--- src/common/volume_step_defines.vh ---
/*
 * Timing counts, step range and default steps of the volume step control.
 * Included by the volume step control design file under src/; holds definitions only.
 */
`ifndef VOLUME_STEP_DEFINES_VH
`define VOLUME_STEP_DEFINES_VH

`define VOL_EXT_DIV 2
`define VOL_FIRST_HOLD 8'd4
`define VOL_REP1 8'd40
`define VOL_REP2 8'd20
`define VOL_REP3 8'd12
`define VOL_REP4 8'd8
`define VOL_REP_LAST 8'd4
`define VOL_STEP_W 6
`define VOL_STEP_MAX 6'h3f
`define VOL_STEP_MIN 6'h00
`define VOL_DEF_BRIDGED 6'h3a
`define VOL_DEF_SINGLE 6'h34

`endif

--- src/tick_divider.v ---
/*
 * Divides an enable rate by a fixed ratio into one-cycle pulses.
 * Assumes the input enable is synchronous to clk.
 */
`timescale 1ns/100ps
`default_nettype none
module tick_divider #(
	parameter integer DIV = 2
) (
	input wire clk, // system clock
	input wire rst_n, // asynchronous reset, active low
	input wire en_in, // enable pulse to divide
	output reg tick // one pulse per DIV input pulses
);
	reg [7:0] cnt_q;

	always @(posedge clk or negedge rst_n) begin
		if (!rst_n) begin
			cnt_q <= 8'h00;
			tick <= 1'b0;
		end else begin
			tick <= 1'b0;
			if (en_in) begin
				if (cnt_q == DIV[7:0] - 8'h01) begin
					cnt_q <= 8'h00;
					tick <= 1'b1;
				end else begin
					cnt_q <= cnt_q + 8'h01;
				end
			end
		end
	end
endmodule // tick_divider
`default_nettype wire

--- src/volume_step_repeat_control.v ---
/*
 * Volume step control with hold-to-repeat acceleration and retained setting.
 * Assumes raise/lower and the external clock level are synchronous to clk;
 * rst_n is the power-up reset after main and auxiliary supply are both lost.
 */
// Function
// External clock is halved to form the internal step clock.
// Supplier keeps external clock below 100 kHz.
// Single held input steps once after four internal clock pulses.
// Further steps after 40, 20, 12, 8, then every 4 pulses.
// Releasing the input restarts the interval sequence.
// Both inputs high changes nothing.
// Setting is kept while auxiliary supply stays present.
// Power-up default is -10 dB bridged, -16 dB single-ended.
// Controller drives raise and lower at full logic levels.
// Inputs sampled on internal clock; hold counted from first high sample.
// Step index saturates at maximum and minimum.
`timescale 1ns/100ps
`default_nettype none
`include "volume_step_defines.vh"
module volume_step_repeat_control #(
	parameter integer STEP_W = `VOL_STEP_W
) (
	input wire clk, // 10 MHz system clock
	input wire rst_n, // power-up reset, active low
	input wire ext_clk_sel, // 1: use external clock, 0: internal oscillator
	input wire ext_clk_in, // external clock level
	input wire osc_tick, // internal oscillator pulse, one clk wide
	input wire aux_present, // auxiliary supply present
	input wire main_present, // main supply present
	input wire bridged_load_mode, // 1: bridged, 0: single-ended
	input wire vol_up, // raise request level
	input wire vol_down, // lower request level
	output reg [STEP_W-1:0] vol_step, // current attenuator step index
	output reg step_pulse // one clk pulse per volume step
);
	// Phases of the repeat sequence; the last one repeats for as long as the input is held.
	localparam [2:0] PH_FIRST = 3'd0;
	localparam [2:0] PH_REP1 = 3'd1;
	localparam [2:0] PH_REP2 = 3'd2;
	localparam [2:0] PH_REP3 = 3'd3;
	localparam [2:0] PH_REP4 = 3'd4;
	localparam [2:0] PH_STEADY = 3'd5;

	reg ext_q;
	reg [2:0] phase_q;
	reg [2:0] phase_d;
	reg [7:0] hold_q;
	reg [7:0] hold_d;
	reg dir_q;
	reg dir_d;
	reg active_q;
	reg active_d;
	reg loaded_q;
	reg loaded_d;
	reg [STEP_W-1:0] step_d;
	reg pulse_d;
	wire ext_rise;
	wire ext_tick;
	wire vclk;
	wire up_only;
	wire dn_only;
	wire req;
	wire dir_flip;
	wire interval_done;
	wire at_top;
	wire at_bottom;
	wire [STEP_W-1:0] def_step;

	function [7:0] interval;
		input [2:0] ph;
		begin
			case (ph)
				PH_FIRST: interval = `VOL_FIRST_HOLD;
				PH_REP1: interval = `VOL_REP1;
				PH_REP2: interval = `VOL_REP2;
				PH_REP3: interval = `VOL_REP3;
				PH_REP4: interval = `VOL_REP4;
				default: interval = `VOL_REP_LAST;
			endcase
		end
	endfunction

	// The external clock level is registered once so that each of its rising edges
	// yields exactly one enable pulse, however long the level stays high.
	always @(posedge clk or negedge rst_n) begin
		if (!rst_n) begin
			ext_q <= 1'b0;
		end else begin
			ext_q <= ext_clk_in;
		end
	end

	assign ext_rise = ext_clk_in & ~ext_q;

	tick_divider #(.DIV(`VOL_EXT_DIV)) u_div (
		.clk(clk),
		.rst_n(rst_n),
		.en_in(ext_rise),
		.tick(ext_tick)
	);

	// Switching the source while a key is held may give one irregular interval.
	// That is accepted: the source is a board strap, not a run-time control.
	assign vclk = ext_clk_sel ? ext_tick : osc_tick;

	assign up_only = vol_up & ~vol_down;
	assign dn_only = vol_down & ~vol_up;
	assign req = up_only | dn_only;

	// A change of direction without a release counts as a release, so a
	// reversed key never inherits the fast rate of the other one.
	assign dir_flip = active_q & (dir_q != up_only);

	assign interval_done = (hold_q + 8'h01) >= interval(phase_q);
	assign at_top = (vol_step == `VOL_STEP_MAX);
	assign at_bottom = (vol_step == `VOL_STEP_MIN);
	assign def_step = bridged_load_mode ? `VOL_DEF_BRIDGED : `VOL_DEF_SINGLE;

	always @* begin
		loaded_d = 1'b1;
		phase_d = phase_q;
		hold_d = hold_q;
		dir_d = dir_q;
		active_d = active_q;
		step_d = vol_step;
		pulse_d = 1'b0;
		// The default is taken after release so the mode pin is a live level, not a reset value.
		if (!loaded_q) begin
			step_d = def_step;
		end else if (!main_present && !aux_present) begin
			// Nothing moves: the next power-up reset reloads the default.
			step_d = vol_step;
		end else if (!main_present) begin
			phase_d = PH_FIRST;
			hold_d = 8'h00;
			active_d = 1'b0;
		end else if (vclk) begin
			if (!req || dir_flip) begin
				phase_d = PH_FIRST;
				hold_d = 8'h00;
				active_d = 1'b0;
			end else if (interval_done) begin
				hold_d = 8'h00;
				active_d = 1'b1;
				dir_d = up_only;
				if (phase_q != PH_STEADY) begin
					phase_d = phase_q + 3'd1;
				end
				// At either end the sequence still advances, but no pulse is given,
				// so a listener never sees a step that did not change the level.
				if (up_only && !at_top) begin
					step_d = vol_step + 1'b1;
					pulse_d = 1'b1;
				end else if (dn_only && !at_bottom) begin
					step_d = vol_step - 1'b1;
					pulse_d = 1'b1;
				end
			end else begin
				hold_d = hold_q + 8'h01;
				active_d = 1'b1;
				dir_d = up_only;
			end
		end
	end

	// Sequence state.
	always @(posedge clk or negedge rst_n) begin
		if (!rst_n) begin
			phase_q <= PH_FIRST;
			hold_q <= 8'h00;
			dir_q <= 1'b0;
			active_q <= 1'b0;
			loaded_q <= 1'b0;
		end else begin
			phase_q <= phase_d;
			hold_q <= hold_d;
			dir_q <= dir_d;
			active_q <= active_d;
			loaded_q <= loaded_d;
		end
	end

	// Outputs come straight from flip-flops so the attenuator never sees a glitch.
	always @(posedge clk or negedge rst_n) begin
		if (!rst_n) begin
			vol_step <= {STEP_W{1'b0}};
			step_pulse <= 1'b0;
		end else begin
			vol_step <= step_d;
			step_pulse <= pulse_d;
		end
	end

endmodule // volume_step_repeat_control
`default_nettype wire
--- config.mk ---
export PLATFORM = sky130hd
export DESIGN_NAME = volume_step_repeat_control
export DESIGN_NICKNAME = d
export VERILOG_FILES = /design/src/tick_divider.v /design/src/volume_step_repeat_control.v
export VERILOG_INCLUDE_DIRS = /design/src /design/src/common
export SDC_FILE = /design/constraint.sdc
export NUM_CORES = 1
export LEC_CHECK = 0
export BUFFER_PORTS_ARGS = -buffer_cell sky130_fd_sc_hd__buf_4
export CORE_UTILIZATION = 25
export DETAILED_ROUTE_END_ITERATION = 10
export PLACE_DENSITY = 0.43
export REMOVE_ABC_BUFFERS = 1
export SLEW_MARGIN = 20
export SYNTH_ARGS = -nofsm -noshare
export SYNTH_HDL_FRONTEND = slang
export SYNTH_SLANG_ARGS = --single-unit
--- constraint.sdc ---
create_clock -name clk -period 3.7 [get_ports clk]
set_clock_uncertainty 0.1 [all_clocks]
set_input_delay 0.185 -clock clk [delete_from_list [all_inputs] [get_ports clk]]
set_output_delay 0.185 -clock clk [all_outputs]
set_load 0.01 [all_outputs]
==> results of run 1 <==
[stage by stage]
step / area (um2) / hold slack (ps)
after detailed placement: 2200 / 52.3
final: 2300 / 116
after floorplan: 1950 / -211
after CTS: 2300 / 108
after global placement: 2200 / 62.3
after global routing: 2300 / 164
[cells in the final DEF, fill, tap and decap left out, types with 7 or more instances in the layout]
master / netlist / final
a21oi_1: 7 / 7
a31oi_1: 7 / 7
buf_4: 1 / 17
dfrtp_1: 31 / 31
ha_1: 17 / 17
inv_1: 13 / 13
nand2_1: 19 / 19
nand2b_1: 8 / 8
nand3_1: 7 / 7
nor2_1: 10 / 10
xnor2_1: 7 / 7
[layout make-up]
type	instances	area [um2]	share of cell area
sequential	31	776	0.337
clock buffer	7	76.3	0.0332
tap	99	124	0.0538
multi-input combinational	154	1120	0.489
clock inverter	1	5.00	0.00217
inverter	13	48.8	0.0212
timing repair buffer	19	148	0.0641
[report_power, final]
group          total [mW]  switching (mW)  internal (mW)
clock network       0.257           0.126          0.132
logic               0.324           0.189          0.136
registers           0.444          0.0565          0.387
total                1.03           0.371          0.655
[cells in the mapped netlist, types with 2 or more instances]
cell type   n  area share
nor3_1      3      0.0076
dfrtp_1    31        0.39
inv_1      13       0.025
mux2i_1     2       0.010
a21o_1      6       0.023
and2_1      3      0.0095
nand2_1    19       0.036
nor4_1      3      0.0095
a211o_1     2      0.0089
a31oi_1     7       0.022
nand2b_1    8       0.025
and3_1      3      0.0095
o211ai_1    2      0.0076
o32a_1      2       0.010
nand3_1     7       0.018
a21oi_1     7       0.018
o21ai_1     5       0.013
o21ai_0     5       0.013
o22ai_1     3      0.0095
nor2_1     10       0.019
ha_1       17        0.11
xor2_1      3       0.013
nor2b_1     3      0.0095
nand3_2     2       0.010
clkbuf_1    2      0.0038
a211o_2     2       0.010
xnor2_1     7       0.031
[worst reg2reg max path, delay by kind of cell, from the launching register on]
kind	cells	cell delay, ps
flops	1	400
mux	1	320
fa+ha+maj	2	530
buf+inv	1	140
simple gates	3	250
compound gates	5	1040
[state kept, by name (all words and copies together) (netlist names)]
name,cells
step_pulse,1
active_q,1
ext_q,1
phase_q,3
u_div.tick,1
loaded_q,1
hold_q,8
vol_step,6
u_div.cnt_q,8
dir_q,1
[repair_timing]
action                    CTS  global route
setup buffers               0             0
hold endpoints to repair   32             0
hold buffers                2             0
[metal layers]
| layer | GRT usage | wire, um |
|---|---|---|
| met3 | 0.0261 | 107 |
| met5 | 0 | 0 |
| met2 | 0.174 | 1980 |
| met1 | 0.153 | 2180 |
| met4 | 0.0363 | 48 |
[logic make-up after synthesis]
kind of cell	after synthesis	synth area share
AOI/OAI and AO/OA	53	0.201
adders and majority gates	18	0.118
buffers and inverters	17	0.0349
other	1	0.00190
and+or+nand+nor	68	0.182
DFF	31	0.394
muxes	4	0.0235
xor gates and xnor gates	10	0.0445
[final timing paths]
check	slack (ps)	cells after the start	endpoint	startpoint
setup / recovery	820	12	vol_step[5]$_DFFE_PN0P_	phase_q[1]$_DFFE_PN0P_
hold / removal	120	3	vol_step[3]$_DFFE_PN0P_	bridged_load_mode
setup reg to reg	820	12	vol_step[5]$_DFFE_PN0P_	phase_q[1]$_DFFE_PN0P_
hold reg to reg	370	1	u_div.cnt_q[7]$_DFFE_PN0P_	u_div.cnt_q[7]$_DFFE_PN0P_
max in group asynchronous	2920	2	vol_step[2]$_DFFE_PN0P_	rst_n
min in group asynchronous	290	2	phase_q[2]$_DFFE_PN0P_	rst_n
==> run metrics, run 1 <==
Synth Flop Type=dfrtp_1; core area=~0.0074 mm2; worst vdd ir=0.215 mV; syn_area_per_cell=9.75 um2; filler instances=799; CP arrival=2940 ps; Synth Warn #=0; distinct cell type count after synthesis=52; die area=0.00824 mm2; power density cells=446 mW/mm2; Final Max Slew Viols=0; Area Growth Syn to Fin=16.9%; GPL Wtd Cong=0.809; Non-Filler Instances=about 320; first-pass iteration count of the detailed router=4; crit path time final=approximately 2900 ps; DRC=0; crit path kind=reg -> reg; synthesized cell area=around 0.002 mm2; Worst slew margin=0.568; Setup Slack @ Placement=just over 800 ps; fin crit share=0.777; CP max-delay cell=a211oi_4; setup_tns=0 ps; Yosys reg bits=31; status=finished clean; cts repair resizes=0; Initial Util=0.264; Row Count=31; Reg clk slew, reported paths=60 ps; family with the most delay on the worst path=compound AO/OA/AOI/OAI gates; Initial DRC Count=50; Crit Path Max Fanout=14; CTS tree=done; Post-DRT Antenna Nets=0; Worst-Margin Slew=roughly 650 ps; P_leak=slightly above 1 nW; Worst Setup Start Kind=register; asr flop ratio synth=1.00; Tot Pwr=around 1 mW; diode count=0; worst setup margin=~820 ps; Max stage delay on crit path=~550 ps; via count=1503; num ports=17; CP bufs+invs=1; Die Wd=90.8 um; Hold WC Path Type=in -> reg; clock sinks=31; RSZ-0062 raised after global routing=false; clk buf depth=2; Worst EP required=3770 ps; share of layout cells above drive strength 1=0.151; hpwl dp=3160 um; worst-skew pair later-pin latency=between 200 and 300 ps; Final setup viols=0; initial antenna violation count=0; clk root buf=clkbuf_8; GRT Total Usage=0.112; post-synthesis sequential area ratio=0.394; Crit. End Element=register; Util after Layout=0.309; WL/cell=~13 um; Num CTS Buffers=5; largest net degree at the start of global routing=32; crit-path cells=inv_1 > ha_1 > nor2_1 > nor2_1 > a21oi_1 > o2bb2ai_1 > ha_1 > nand3_1 > a31oi_1 > a211oi_4 > a211oi_2 > mux2_4; CTS HTree Levels=2; vias in the first global route=1519; drt total wl=around 4300 um; first-pass GRT wire length=roughly 7300 um; die extent in y=about 90 um; vias per cell=around 4.6; Post-Place Cells=314; IO buf count=16; Mapped Cells=202; max-cap violations=0; Final Hold Vio Count=0; grt ovf=0; nets=252; Peak Freq=about 0.35 GHz; Post-synth EDFFs=0
(Power assumes the default switching activity.)
==> inputs of run 2 (changes only) <==
ABC_AREA = 1   (was default)
PLACE_DENSITY = 0.44   (was 0.43)
clock period = 2.5 ns   (was 3.7 ns; I/O delays follow)
==> run 2 against run 1 <==
Total power up 53%. Largest power group unchanged. Global-route usage down 0.31 points. Critical path type unchanged. Highest routed layer unchanged. Combinational power up 61%.
==> run metrics, run 2 <==
Initial Util=0.260; GRT Total Usage=0.109; Reg2Reg Launch Point=phase_q[0]$_DFFE_PN0P_; post-synthesis sequential area ratio=0.383; Mapped Cells=about 260; die area=around 0.0085 mm2; Final setup viols=0; Row Count=32; num ports=17; diode count=0; Num CTS Buffers=5; FF-to-FF End=vol_step[4]$_DFFE_PN0P_; Final Instance Area=~0.0025 mm2; synthesized cell area=just over 0.002 mm2; placed cell area=between 0.002 and 0.0025 mm2; hold path endpoint=vol_step[1]$_DFFE_PN0P_; Initial DRC Count=64; Int Pwr=about 1.0 mW; Hold WC Path Type=in -> reg; Worst Setup Start Kind=register; initial antenna violation count=0; Post-DRT Antenna Nets=0; hold_sp=bridged_load_mode; share of layout cells above drive strength 1=0.179; CTS HTree Levels=2; fin crit share=0.946; die extent in y=~92 um; Worst-Margin Slew=about 530 ps; Area Growth Syn to Fin=23.6%; P_leak=~1.2 nW; CP arrival=2430 ps; Tot Pwr=roughly 1.6 mW; syn_area_per_cell=about 7.7 um2; filler instances=around 860; Post-synth EDFFs=0; worst vdd ir=roughly 0.37 mV; via count=between 1500 and 2000; commonest cells after routing, fill and taps aside=77 x nand2_1, 32 x inv_1, 30 x dfrtp_1, 26 x buf_4, 24 x nand3_1; first-pass GRT wire length=7420 um; Net Sw Frac=0.343; Crit. End Element=register; list of most frequent post-synthesis cells=78 x nand2_1, 33 x inv_1, 31 x dfrtp_1; Hold WS=about 96 ps; asr flop ratio synth=1.00; largest net degree at the start of global routing=32; commonest non-fill, non-tap cell in the layout=nand2_1; top-area cell type share of the netlist area=0.383; FF-to-FF path depth=18; first-pass iteration count of the detailed router=4; core area=slightly below 0.008 mm2; crit path time final=between 2000 and 2500 ps; Post-Place Cells=a little under 400; Min-Delay Path Depth=5; drt total wl=between 4000 and 5000 um; clk root buf=clkbuf_8; Crit Path Max Fanout=8; Final Max Slew Viols=0; cell taking the most area after synthesis=dfrtp_1; crit path kind=reg -> reg; status=finished clean; GPL Wtd Cong=about 0.76; Net Sw Power=0.537 mW; Reg clk slew, reported paths=around 70 ps; Peak Freq=0.423 GHz; Worst slew margin=0.647; flop-to-flop setup slack=between 100 and 150 ps; IO buf count=16; Yosys reg bits=31; Synth area leaders=dfrtp_1 38%, nand2_1 14%, ha_1 11%; vias per cell=4.23; Synth Flop Type=dfrtp_1; Synth Warn #=0; power density cells=626 mW/mm2; Non-Filler Instances=between 300 and 400; sequential share of power=0.414; hpwl dp=around 3200 um; Regs by FF count=hold_q: 8 flops, u_div.cnt_q: 8 flops, vol_step: 6 flops; max-cap violations=0; clk buf depth=2; Final Hold Vio Count=0; setup_tns=0 ps; combinational power share=0.333; clock power share=0.253; DRC=0; worst-skew pair later-pin latency=280 ps; Die Wd=92.0 um; CTS tree=done; nets=324; WL/cell=roughly 11 um; Worst EP required=2560 ps; count leader, synth=nand2_1; clock sinks=31; vias in the first global route=around 1600; FF+latch area=777 um2; grt ovf=0; footprint of the multi-input gates=around 0.0012 mm2; distinct cell type count after synthesis=31
## run 2: final cells by class
type	instances	area share
clock inverter	1	0.00200
timing repair buffer	28	0.0860
inverter	33	0.0495
clock buffer	6	0.0330
sequential	31	0.311
multi-input combinational	197	0.468
tap	102	0.0510
## run 2: how the worst max path moves through the flow
stage / slack (ps) / start / end
finish: 140 / phase_q[0]$_DFFE_PN0P_ / vol_step[4]$_DFFE_PN0P_
global route: -30 / phase_q[1]$_DFFE_PN0P_ / vol_step[4]$_DFFE_PN0P_
CTS: 30 / phase_q[1]$_DFFE_PN0P_ / vol_step[4]$_DFFE_PN0P_
detailed placement: 40 / phase_q[1]$_DFFE_PN0P_ / vol_step[4]$_DFFE_PN0P_
global placement: 80 / phase_q[0]$_DFFE_PN0P_ / vol_step[4]$_DFFE_PN0P_
floorplan: 260 / phase_q[1]$_DFFE_PN0P_ / vol_step[2]$_DFFE_PN0P_
## run 2: critical path, stage by stage (launching register included)
cell and delay (ps):
dfrtp_2 460, ha_4 190, nor3_2 170, o21bai_2 140, nand2_1 60, o21ai_0 80
ha_1 260, nand2_1 70, nand2_1 40, nand2_1 50, nand2_1 40, nand2_1 50
nand2_1 50, nand2_2 130, nand2_4 90, nand2_8 100, nand2_4 70, nand2_1 60
nand2_1 50
## run 2: kinds of logic after synthesis
family          share of synthesized area
flops                               0.383
compound gates                     0.0686
other cells                       0.00185
xor+xnor                           0.0476
buf+inv                            0.0668
simple gates                        0.317
fa+ha+maj                           0.115
## run 2: per-layer routing
| layer | vias to the layer above | part of all wire | GRT usage |
|---|---|---|---|
| met5 | - | 0 | 0 |
| met3 | 5 | 0.024 | 0.0257 |
| met1 | 762 | 0.56 | 0.157 |
| met2 | 15 | 0.41 | 0.163 |
| met4 | 0 | 0.0084 | 0.0273 |
| li1 | 900 | - | - |
## run 2: power groups by stage
stage               sequential, mW  clock (mW)  combinational [mW]
floorplan                    0.663           0               0.314
global placement             0.653           0               0.492
detailed placement           0.652           0               0.487
CTS                          0.644       0.415               0.493
global route                 0.662       0.441               0.599
finish                       0.648       0.396               0.522
## run 2: what timing repair did
item / CTS / global route
resized for setup: 0 / 12
endpoints found under the setup margin: 0 / 16
hold buffers: 2 / 0
hold endpoints to repair: 32 / 0
buffers inserted: 0 / 2
## run 2: stage by stage
| step | setup WS (ps) | utilization |
|---|---|---|
| 5_1_grt | -25.7 | 0.322 |
| 4_1_cts | 26.7 | 0.313 |
| 6_report | 135 | 0.322 |
| 3_3_place_gp | 75.6 | 0.299 |
| 3_5_place_dp | 41.9 | 0.299 |
| 2_1_floorplan | 260 | - |
